File: src/logic/dpllrs_pkg.sv
`default_nettype none
package dpllrs_pkg;
  localparam int NREF = 7;
  localparam int RW = 3;
  localparam int PW = 4;
  localparam int GW = 3;
  localparam int FW = 32;
  localparam int HW = 6;
  localparam logic [RW-1:0] REF_LAST = 3'h6;
  localparam logic [3:0] MODE_AUTO = 4'h0;
  localparam logic [3:0] MODE_MANUAL = 4'h1;
  localparam logic [3:0] MODE_PIN = 4'h2;
  localparam logic [3:0] MODE_SLAVE = 4'h3;
  localparam logic [3:0] MODE_PIN_SLAVE = 4'h4;
  localparam int SEC_NS = 1000000000;
  localparam int CLK_NS = 25;
  localparam int SEC_CYCLES = SEC_NS / CLK_NS;
  localparam logic [HW-1:0] HIST_MAX_S = 6'h3f;
  localparam int BW_N = 17;
  localparam int BWW = 5;
  // nominal bandwidths in units of 0.1 mHz
  localparam logic [31:0] BW_TABLE [BW_N] = '{
    32'h0000039e, 32'h00000adc, 32'h000015b8, 32'h00002b5c, 32'h000056b8,
    32'h0000add4, 32'h00015b38, 32'h0002b750, 32'h00056ea0,
    32'h000add40, 32'h000e6780, 32'h0015aba0, 32'h002b7d10, 32'h0032d0d0,
    32'h00572030, 32'h06cb8080, 32'h0736b1c0};
  typedef enum logic [5:0] {
    S_FREE = 6'h01,
    S_ACQ = 6'h02,
    S_LOCKED = 6'h04,
    S_HOLD = 6'h08,
    S_LOCK_RECOVERY = 6'h10,
    S_HITLESS = 6'h20
  } dpllrs_state_t;
endpackage
`default_nettype wire

File: src/logic/dpllrs_ref_pick.sv
`default_nettype none
module dpllrs_ref_pick
  import dpllrs_pkg::*;
(
  // candidates
  input wire logic [NREF-1:0] qual,
  input wire logic [NREF*PW-1:0] prio,
  // choice
  output logic found,
  output logic [RW-1:0] idx
);
  logic [PW-1:0] prio_a [NREF];
  logic [PW-1:0] best;

  genvar g;
  generate
    for (g = 0; g < NREF; g++) begin : g_unpack
      assign prio_a[g] = prio[g*PW +: PW];
    end
  endgenerate

  // lower code is higher priority, lower index breaks ties
  always_comb begin
    found = 1'b0;
    idx = '0;
    best = '1;
    for (int i = 0; i < NREF; i++) begin
      if (qual[i] && (!found || prio_a[i] < best)) begin
        found = 1'b1;
        idx = RW'(i);
        best = prio_a[i];
      end
    end
  end
endmodule
`default_nettype wire

File: src/logic/dpllrs_hold_hist.sv
`default_nettype none
module dpllrs_hold_hist
  import dpllrs_pkg::*;
(
  // clock and reset
  input wire logic clk,
  input wire logic rst_n,
  // control
  input wire logic sec_tick,
  input wire logic capture_en,
  input wire logic [HW-1:0] interval,
  input wire logic signed [FW-1:0] freq_in,
  // history
  output logic signed [FW-1:0] older
);
  typedef struct packed {
    logic [HW-1:0] cnt;
    logic signed [FW-1:0] newer;
    logic signed [FW-1:0] older;
  } dpllrs_hist_t;

  dpllrs_hist_t st_ff;
  dpllrs_hist_t nxt_st;
  logic upd;

  // interval 0 stores on every one-second tick
  assign upd = capture_en && sec_tick && st_ff.cnt >= interval;

  always_comb begin
    nxt_st = st_ff;
    if (!capture_en) begin
      nxt_st.cnt = '0;
    end else if (upd) begin
      nxt_st.cnt = '0;
      nxt_st.older = st_ff.newer;
      nxt_st.newer = freq_in;
    end else if (sec_tick && st_ff.cnt != HIST_MAX_S) begin
      nxt_st.cnt = st_ff.cnt + 6'h01;
    end
  end

  always_ff @(posedge clk or negedge rst_n) begin
    if (!rst_n) begin
      st_ff <= '0;
    end else begin
      st_ff <= nxt_st;
    end
  end

  assign older = st_ff.older;
endmodule
`default_nettype wire

File: src/logic/dpllrs_channel.sv
`default_nettype none
module dpllrs_channel
  import dpllrs_pkg::*;
#(
  parameter int SEC_CYC = SEC_CYCLES
) (
  // clock and reset
  input wire logic MCLK,
  input wire logic RESET_N,
  // reference monitors and selection config
  input wire logic [NREF-1:0] REF_VALID,
  input wire logic [NREF-1:0] REF_ENABLE,
  input wire logic [NREF*PW-1:0] REFERENCE_PRIORITY_FIELD,
  input wire logic [NREF*GW-1:0] REF_GROUP_FIELD,
  input wire logic [3:0] REFERENCE_MODE_CODE,
  input wire logic [RW-1:0] MANUAL_REF_SEL,
  input wire logic [RW-1:0] SEL_PIN,
  input wire logic [RW-1:0] SLAVE_REF_SEL,
  input wire logic SLAVE_PIN,
  input wire logic REVERTIVE_EN,
  input wire logic HITLESS_SWITCHING_EN,
  // holdover config
  input wire logic FORCE_HOLDOVER,
  input wire logic MANUAL_HOLDOVER,
  input wire logic signed [FW-1:0] MANUAL_HOLDOVER_VALUE,
  input wire logic ADV_HOLDOVER_EN,
  input wire logic [HW-1:0] HISTORY_INTERVAL,
  // limits and bandwidth
  input wire logic PHASE_SLOPE_LIMIT_EN,
  input wire logic [15:0] PHASE_SLOPE_LIMIT,
  input wire logic [FW-2:0] FREQ_OFFSET_LIMIT,
  input wire logic [31:0] BW_REQUEST,
  // loop feedback
  input wire logic LOOP_LOCKED,
  input wire logic signed [FW-1:0] LOOP_FREQ_OFFSET,
  input wire logic signed [FW-1:0] PHASE_MEAS,
  input wire logic PHASE_MEAS_VALID,
  // status
  output logic [5:0] STATE_REPORT,
  output logic [RW-1:0] SELECTED_REF,
  output logic HOLDOVER_ACTIVE,
  output logic [3:0] ACTIVE_MODE,
  // loop control
  output logic INTEGRATOR_LOAD,
  output logic signed [FW-1:0] INTEGRATOR_VALUE,
  output logic signed [FW-1:0] FREQ_STEER,
  output logic signed [FW-1:0] PHASE_COMP,
  output logic [BWW-1:0] BW_INDEX
);
  typedef struct packed {
    dpllrs_state_t state;
    dpllrs_state_t rep;
    logic hold_act;
    logic [RW-1:0] sel;
    logic have_ref;
    logic [3:0] mode;
    logic signed [FW-1:0] hold_val;
    logic signed [FW-1:0] last_off;
    logic int_load;
    logic signed [FW-1:0] int_val;
    logic signed [FW-1:0] steer;
    logic signed [FW-1:0] ph_tgt;
    logic signed [FW-1:0] ph_out;
    logic [BWW-1:0] bw_idx;
    logic [31:0] sec_cnt;
    logic tick;
  } dpllrs_chan_t;

  localparam dpllrs_chan_t RST_ST = '{state: S_FREE, rep: S_FREE, default: '0};

  dpllrs_chan_t st_ff;
  dpllrs_chan_t nxt_st;
  logic [3:0] mode_cur;
  logic [NREF-1:0] qual;
  logic pk_found;
  logic [RW-1:0] pk_idx;
  logic [RW-1:0] tgt;
  logic tgt_ok;
  logic use_auto;
  logic forced;
  logic sw;
  logic signed [FW-1:0] hist_old;
  logic signed [FW-1:0] lim;
  logic signed [FW-1:0] step;

  assign qual = REF_ENABLE & REF_VALID;
  assign forced = FORCE_HOLDOVER | MANUAL_HOLDOVER;
  assign lim = {1'b0, FREQ_OFFSET_LIMIT};
  assign step = FW'({16'h0000, PHASE_SLOPE_LIMIT}) + 32'sh1;

  dpllrs_ref_pick u_pick (
    .qual(qual),
    .prio(REFERENCE_PRIORITY_FIELD),
    .found(pk_found),
    .idx(pk_idx)
  );

  dpllrs_hold_hist u_hist (
    .clk(MCLK),
    .rst_n(RESET_N),
    .sec_tick(st_ff.tick),
    .capture_en(st_ff.state == S_LOCKED && ADV_HOLDOVER_EN),
    .interval(HISTORY_INTERVAL),
    .freq_in(LOOP_FREQ_OFFSET),
    .older(hist_old)
  );

  // reference target for this cycle
  always_comb begin
    mode_cur = (REFERENCE_MODE_CODE <= MODE_PIN_SLAVE) ? REFERENCE_MODE_CODE : st_ff.mode;
    use_auto = 1'b0;
    tgt = st_ff.sel;
    case (mode_cur)
      MODE_MANUAL: tgt = MANUAL_REF_SEL;
      MODE_PIN: tgt = SEL_PIN;
      MODE_SLAVE: tgt = SLAVE_REF_SEL;
      MODE_PIN_SLAVE: begin
        if (SLAVE_PIN) begin
          tgt = SLAVE_REF_SEL;
        end else begin
          use_auto = 1'b1;
        end
      end
      default: use_auto = 1'b1;
    endcase
    // fixed choices only check the monitor, never fall back elsewhere
    tgt_ok = tgt <= REF_LAST && REF_VALID[tgt];
    if (use_auto) begin
      if (st_ff.have_ref && qual[st_ff.sel]) begin
        tgt = st_ff.sel;
        tgt_ok = 1'b1;
        if (REVERTIVE_EN && pk_found
            && REFERENCE_PRIORITY_FIELD[pk_idx*PW +: PW] < REFERENCE_PRIORITY_FIELD[st_ff.sel*PW +: PW]
            && !(REF_GROUP_FIELD[pk_idx*GW +: GW] != '0
                 && REF_GROUP_FIELD[pk_idx*GW +: GW] == REF_GROUP_FIELD[st_ff.sel*GW +: GW])) begin
          tgt = pk_idx;
        end
      end else begin
        tgt = pk_idx;
        tgt_ok = pk_found;
      end
    end
    sw = tgt != st_ff.sel || !st_ff.have_ref;
  end

  always_comb begin
    logic go_hold;
    logic signed [FW-1:0] raw;
    logic signed [FW-1:0] diff;
    go_hold = 1'b0;
    raw = '0;
    diff = '0;
    nxt_st = st_ff;
    nxt_st.int_load = 1'b0;
    nxt_st.mode = mode_cur;
    case (st_ff.state)
      S_FREE: begin
        if (tgt_ok) begin
          nxt_st.state = S_ACQ;
          nxt_st.sel = tgt;
          nxt_st.have_ref = 1'b1;
        end
      end
      S_ACQ, S_LOCK_RECOVERY: begin
        if (!tgt_ok) begin
          if (st_ff.state == S_ACQ) begin
            nxt_st.state = S_FREE;
          end else begin
            go_hold = 1'b1;
          end
        end else if (sw) begin
          nxt_st.sel = tgt;
        end else if (LOOP_LOCKED) begin
          nxt_st.state = S_LOCKED;
        end
      end
      S_LOCKED: begin
        if (!tgt_ok) begin
          go_hold = 1'b1;
        end else if (sw) begin
          nxt_st.sel = tgt;
          nxt_st.state = HITLESS_SWITCHING_EN ? S_HITLESS : S_LOCK_RECOVERY;
        end
      end
      S_HOLD: begin
        if (!forced && tgt_ok) begin
          nxt_st.sel = tgt;
          nxt_st.have_ref = 1'b1;
          nxt_st.state = HITLESS_SWITCHING_EN ? S_HITLESS : S_LOCK_RECOVERY;
        end
      end
      S_HITLESS: begin
        if (!tgt_ok) begin
          go_hold = 1'b1;
        end else if (PHASE_MEAS_VALID) begin
          // measured offset of new input is cancelled at the output
          nxt_st.ph_tgt = st_ff.ph_tgt - PHASE_MEAS;
          nxt_st.state = S_LOCK_RECOVERY;
        end
      end
      default: nxt_st.state = S_FREE;
    endcase
    if (forced && st_ff.state != S_HOLD) begin
      go_hold = 1'b1;
    end
    if (go_hold) begin
      nxt_st.state = S_HOLD;
      if (MANUAL_HOLDOVER) begin
        nxt_st.hold_val = MANUAL_HOLDOVER_VALUE;
      end else if (ADV_HOLDOVER_EN) begin
        nxt_st.hold_val = hist_old;
        nxt_st.int_load = 1'b1;
        nxt_st.int_val = hist_old;
      end else begin
        nxt_st.hold_val = st_ff.last_off;
      end
    end
    if (st_ff.state == S_HOLD && MANUAL_HOLDOVER) begin
      nxt_st.hold_val = MANUAL_HOLDOVER_VALUE;
    end
    if (st_ff.state == S_ACQ || st_ff.state == S_LOCKED || st_ff.state == S_LOCK_RECOVERY) begin
      nxt_st.last_off = LOOP_FREQ_OFFSET;
    end
    // internal holdover is reported as lock recovery
    nxt_st.rep = (nxt_st.state == S_HITLESS) ? S_LOCK_RECOVERY : nxt_st.state;
    nxt_st.hold_act = nxt_st.state == S_HOLD;
    case (st_ff.state)
      S_FREE: raw = '0;
      S_HOLD: raw = st_ff.hold_val;
      S_HITLESS: raw = st_ff.last_off;
      default: raw = LOOP_FREQ_OFFSET;
    endcase
    if (raw > lim) begin
      raw = lim;
    end else if (raw < -lim) begin
      raw = -lim;
    end
    nxt_st.steer = raw;
    // one-second timebase
    nxt_st.tick = 1'b0;
    if (st_ff.sec_cnt >= 32'(SEC_CYC - 1)) begin
      nxt_st.sec_cnt = '0;
      nxt_st.tick = 1'b1;
    end else begin
      nxt_st.sec_cnt = st_ff.sec_cnt + 32'h1;
    end
    diff = st_ff.ph_tgt - st_ff.ph_out;
    if (!PHASE_SLOPE_LIMIT_EN || (diff <= step && diff >= -step)) begin
      nxt_st.ph_out = st_ff.ph_tgt;
    end else if (st_ff.tick) begin
      nxt_st.ph_out = (diff > 0) ? st_ff.ph_out + step : st_ff.ph_out - step;
    end
    nxt_st.bw_idx = '0;
    for (int i = 0; i < BW_N; i++) begin
      if (BW_TABLE[i] <= BW_REQUEST) begin
        nxt_st.bw_idx = BWW'(i);
      end
    end
  end

  always_ff @(posedge MCLK or negedge RESET_N) begin
    if (!RESET_N) begin
      st_ff <= RST_ST;
    end else begin
      st_ff <= nxt_st;
    end
  end

  assign STATE_REPORT = st_ff.rep;
  assign SELECTED_REF = st_ff.sel;
  assign HOLDOVER_ACTIVE = st_ff.hold_act;
  assign ACTIVE_MODE = st_ff.mode;
  assign INTEGRATOR_LOAD = st_ff.int_load;
  assign INTEGRATOR_VALUE = st_ff.int_val;
  assign FREQ_STEER = st_ff.steer;
  assign PHASE_COMP = st_ff.ph_out;
  assign BW_INDEX = st_ff.bw_idx;
endmodule
`default_nettype wire

File: config.mk
export PLATFORM = sky130hd
export DESIGN_NAME = dpllrs_channel
export DESIGN_NICKNAME = d
export VERILOG_FILES = /design/src/logic/dpllrs_pkg.sv /design/src/logic/dpllrs_ref_pick.sv /design/src/logic/dpllrs_hold_hist.sv /design/src/logic/dpllrs_channel.sv
export SDC_FILE = /design/constraint.sdc
export NUM_CORES = 1
export LEC_CHECK = 0
export BUFFER_PORTS_ARGS = -buffer_cell sky130_fd_sc_hd__clkbuf_2
export CAP_MARGIN = 20
export CORE_MARGIN = 4
export CORE_UTILIZATION = 60
export DETAILED_ROUTE_END_ITERATION = 10
export PLACE_DENSITY = 0.8
export SYNTH_ARGS = -nofsm -noshare
export SYNTH_HDL_FRONTEND = slang
export SYNTH_SLANG_ARGS = --single-unit
File: constraint.sdc
create_clock -name MCLK -period 10.2 [get_ports MCLK]
set_input_delay 2.04 -clock MCLK [delete_from_list [all_inputs] [get_ports MCLK]]
set_output_delay 2.04 -clock MCLK [all_outputs]
set_load 0.01 [all_outputs]
Word-level counts from Yosys, hierarchy flattened --
Cells that the tools add are included.
Cells by class: add/subtract/negate cells 9, multiply operators 2, order comparisons 34, equal/unequal tests 21, shifts and indexed selects 4, muxes and demuxes 92, bitwise gates (word level) 3, reduce and logical (&&, ||, !) cells 54
Operators by type and width (count):
- $mux 32 | 10
- $mux 33 | 3
- $mux 6 | 16
- $pmux 32 s3 | 1
- $mux 5 | 15
- $le 20x32->1 const A | 2
- $le 22x32->1 const A | 2
- $le 27x32->1 const A | 2
- $sub 32x32->32 | 2
- $shiftx 28x6->4 | 2
- $shiftx 21x6->3 | 2
- $mux 4 | 9
- $add 32x1->32 const B | 1
- $add 32x18->32 | 1
- $ge 32x26->1 const B | 1
- $ge 32x32->1 | 1
- $gt 32x1->1 const B | 1
- $gt 32x32->1 | 1
- $le 12x32->1 const A | 1
- $le 13x32->1 const A | 1
- $le 14x32->1 const A | 1
- $le 15x32->1 const A | 1
- $le 16x32->1 const A | 1
- $le 17x32->1 const A | 1
- 54 further kinds | 141
Word-level totals: register bits 322, word-level logic and storage cells 238

Depth between registers and ports, before layout --
depth after elaboration 43, mapped depth 70

By module --
A second synthesis with hierarchy kept.
Unflattened totals: cells, all modules 3487, area total of the unflattened synthesis 28547.4 um2
Modules (own cells, without submodules):
- dpllrs_channel | times used 1, cells an instance 2923, area each 23732.8 um2, sequential area each 6283.5 um2
- dpllrs_hold_hist | times used 1, cells an instance 378, area each 3485.8 um2, sequential area each 1751.7 um2
- dpllrs_ref_pick | times used 1, cells an instance 186, area each 1328.8 um2, sequential area each 0.0 um2

Least setup slack after synthesis --
No wires, ideal clock.
kind input to register, from in REF_VALID[0], to reg st_ff (netlist bit STATE_REPORT[1]), setup time 0.094 ns, data arrival time 13.211 ns, path slack -3.105 ns, stages on the path 61, path through nand2_1 nor2_1 ha_1 a311oi_1 o21ai_1 and2_1 clkbuf_1 a21oi_1 inv_1 ha_1 nand3_1 o21ai_0 o21a_1 nor2_1 nand2_1 o21ai_0 inv_1 ha_1 [... 25 more ...] a2111o_1 or2_2 o211ai_1 clkbuf_1 nor2_1 mux2i_1 a211oi_1 a21oi_1 o21ai_0 ha_1 a311oi_1 o2111ai_1 a21oi_1 a32oi_1 and2_1 o311ai_1 nand3_1 a211oi_1
RTL lines:
- from (decl) | line dpllrs_channel.sv:11 | input wire logic [NREF-1:0] REF_VALID,
- to (signal assigned) | line dpllrs_channel.sv:265 | st_ff <= nxt_st;
- to (decl) | line dpllrs_channel.sv:71 | dpllrs_chan_t st_ff;

==> results_dict.tcl <==
set metrics [dict create \
    syn-cell-area_um2 27100 \
    hold_path_class "reg2reg" \
    ys_ff_latch 321 \
    worst_pin_slew_ns 1.15 \
    seq_area_frac_synth 0.296 \
    initialDrtViolationCount 2278 \
    setup-tns-final_ns -15.18 \
    synthCells 3134 \
    crit_slowest_cell "or4b_4" \
    max_freq_mhz 85.0 \
    synth.distinct_cells 93 \
    period_share 1.15 \
    irDropWorstVdd_mv 0.179 \
    synth_edf_count 0 \
    clock_power_share 0.201 \
    powerDensity_nw_per_um2 233 \
    die_h_um 221 \
    cts.clk_slew.worst_paths_ns 0.06 \
    overflow 0 \
    place_inst 4018 \
    timing.final.max_slew_violations 0 \
    p_int_mw 4.28 \
    setup_viol 10 \
    rsz0062_at_grt "yes" \
    multiInputGateArea_um2 17600 \
    area_delta_synth_final_pct 17.6 \
    stdcell_count 4143 \
    min-delay-start "st_ff[222]$_DFFE_PN0P_" \
    gp_congestion 0.992 \
    grt_usage 0.336 \
    dp_hpwl_um 63300 \
    ioPinCount 384 \
    clkLatencyLatePin_ns 0.56 \
    crit_arrival_ns 12.23 \
    numCtsBuffers 37 \
    crit_start "REF_VALID[0]" \
    nNetsFinal 4012 \
    start_kind "primary input" \
    port-buffer-count 383 \
    root_buffer "clkbuf_16" \
    switching_share 0.425 \
    synth_area_per_cell_um2 8.66 \
    regArea_um2 8040 \
    cp_num_buf_inv 8 \
    ant_nets 0 \
    pwr-share-comb 0.560 \
    cts_sinks 321 \
    maxCapViolCount 0 \
    die_x_um 221 \
    wl_per_cell_um 20.5 \
    post-route-drc-count 0 \
    crit_fanout 5 \
    violations "setup timing" \
    grt_max_degree 105 \
    wirelength_um 84800 \
    rows 77 \
    synth-async-reset-ratio 1.00 \
    num_vias 25693 \
    clockBufferDepth 3 \
    rrSetupSlack_ns 0.45 \
    path_delay_family "compound AO/OA/AOI/OAI gates" \
    firstDrtPassIters 6 \
    slew_headroom 0.234 \
    yosys_warnings 0 \
    grt_pass1_vias 25549 \
    fin_crit_ns 11.77 \
    grt_first_pass_wirelength_um 132000 \
    initial_utilization 0.610 \
    power_frac_seq 0.239 \
    drive_gt1_frac 0.264 \
    crit_path_end_kind "flip-flop" \
    criticalPathCategory "in2reg" \
    htreeDepth 2 \
    dieArea_um2 48700 \
    p_switching_mw 3.16 \
    fin_skew_ns 0.0275 \
    fill_cells 3390 \
    critPathRequiredTime_ns 10.66 \
    hold_viol_final 0 \
    power.static_leakage_nw 15.8 \
    max_stage_delay_ns 0.51 \
    status "complete, but fails checks" \
    via_per_inst 6.20 \
    ys.flop_type "dfrtp_1" \
    core_um2 44500 \
    r2r_start "PHASE_COMP[1]$_DFFE_PN0P_" \
    cp_common_cell "ha_4" \
    worst_slack_ns -1.57 \
    cts_tree "done" \
    antenna_found_initial 16 \
]
-- layout by cell type, fill, tap and decap left out, drive strengths merged, types with 41 or more instances in the layout --
cell type	n
clkbuf	432
dfrtp	319
nand2	249
o21ai	242
ha	226
inv	224
nor2	216
buf	182
a21oi	182
mux2	149
xnor2	116
mux2i	96
nand3	85
nor3	65
xor2	59
nand4	41
-- final timing paths --
kind                       cells after the start                    endpoint
max                                           60        st_ff[250]$_DFF_PN0_
min                                            2      st_ff[222]$_DFFE_PN0P_
max reg2reg                                   37  PHASE_COMP[30]$_DFFE_PN0P_
min reg2reg                                    2      st_ff[222]$_DFFE_PN0P_
max in group asynchronous                      2          st_ff[0]$_DFF_PN0_
min in group asynchronous                      1    FREQ_STEER[13]$_DFF_PN0_
-- power by group through the flow --
stage / combinational, mW / clock (mW) / sequential, mW
finish: 4.16 / 1.49 / 1.78
detailed placement: 3.92 / 0 / 1.79
global placement: 3.78 / 0 / 1.76
floorplan: 2.99 / 0 / 1.70
global route: 4.58 / 1.56 / 1.81
CTS: 4.03 / 1.51 / 1.77
-- cell usage after synthesis, types with 9 or more instances --
cell,instances,area [um2]
dfrtp_1,319,7980
nand2_1,249,935
o21ai_0,231,1160
ha_1,226,2830
inv_1,219,822
nor2_1,215,807
a21oi_1,182,911
mux2_2,145,1630
xnor2_1,116,1020
buf_4,114,856
clkbuf_1,113,424
mux2i_1,96,961
nand3_1,85,425
nor3_1,63,315
xor2_1,59,517
nand4_1,39,244
a21o_1,36,270
and3_1,36,225
nand2b_1,35,219
nor2b_1,34,213
o21a_1,34,255
a31oi_1,32,200
a222oi_1,29,290
a22o_1,28,245
or2_2,28,175
and2_1,24,150
nor4_1,22,138
o31ai_1,21,158
a211oi_1,19,143
or3_4,17,191
o21bai_1,14,105
a211o_1,13,114
o211ai_1,13,97.6
or3_1,13,81.3
o21ai_1,11,55.1
o211a_1,10,100
o22ai_1,9,56.3
-- per-stage QoR --
stage                     worst slack (ns)  hold slack, ns  cell area (um2)  utilization  power, mW
after floorplan                      -1.79           0.442            27300            -       4.69
after global placement               -2.00           0.461            29800        0.669       5.55
after detailed placement             -2.39           0.474            29800        0.669       5.70
after CTS                            -1.41           0.483            31600        0.711       7.31
after global routing                 -2.06           0.502            31900        0.717       7.95
final                                -1.57           0.480            31900        0.717       7.43
-- logic make-up after synthesis --
| logic type | after synthesis | share of synthesized area |
|---|---|---|
| compound gates | 800 | 0.193 |
| xor+xnor | 175 | 0.0565 |
| buf+inv | 453 | 0.0784 |
| flops | 321 | 0.296 |
| simple gates | 901 | 0.165 |
| fa+ha+maj | 230 | 0.107 |
| mux | 253 | 0.104 |
| other cells | 1 | 0.000138 |
-- worst register-to-register path, delay by kind of cell, from the launching register on --
kind | cells | cell delay, ns
buffers and inverters | 2 | 0.50
DFF | 1 | 0.47
and+or+nand+nor | 5 | 1.33
AOI/OAI and AO/OA | 24 | 6.02
xor gates and xnor gates | 2 | 0.32
muxes | 2 | 0.38
adders and majority gates | 2 | 0.62
-- state kept, by name (all words and copies together) (netlist names) --
name / cells
FREQ_STEER: 32
STATE_REPORT: 6
u_hist.st_ff: 38
SELECTED_REF: 3
u_hist.older: 32
PHASE_COMP: 32
INTEGRATOR_LOAD: 1
BW_INDEX: 5
st_ff: 135
INTEGRATOR_VALUE: 32
ACTIVE_MODE: 4
HOLDOVER_ACTIVE: 1
-- layer usage --
layer  vias up  GRT usage  wire [um]
li1      12010          -          -
met1     12396      0.423      34200
met2      1031      0.567      40700
met3       240     0.0655       6040
met4        16      0.146       3860
met5         -          0        123
-- cell type report --
class / instances / area share
tap: 592 / 0.0232
multi-input combinational: 2366 / 0.551
clock inverter: 18 / 0.00948
clock buffer: 49 / 0.0333
inverter: 224 / 0.0263
sequential: 321 / 0.252
timing repair buffer: 565 / 0.104
antenna: 8 / 0.000627
-- repair_timing --
item                                    4_1_cts  5_1_grt
endpoints found under the setup margin       10       12
setup buffers                                39       10
pin swaps                                    33       19
resized for setup                            39       30
hold buffers                                  0        0
(Power assumes the default switching activity.)
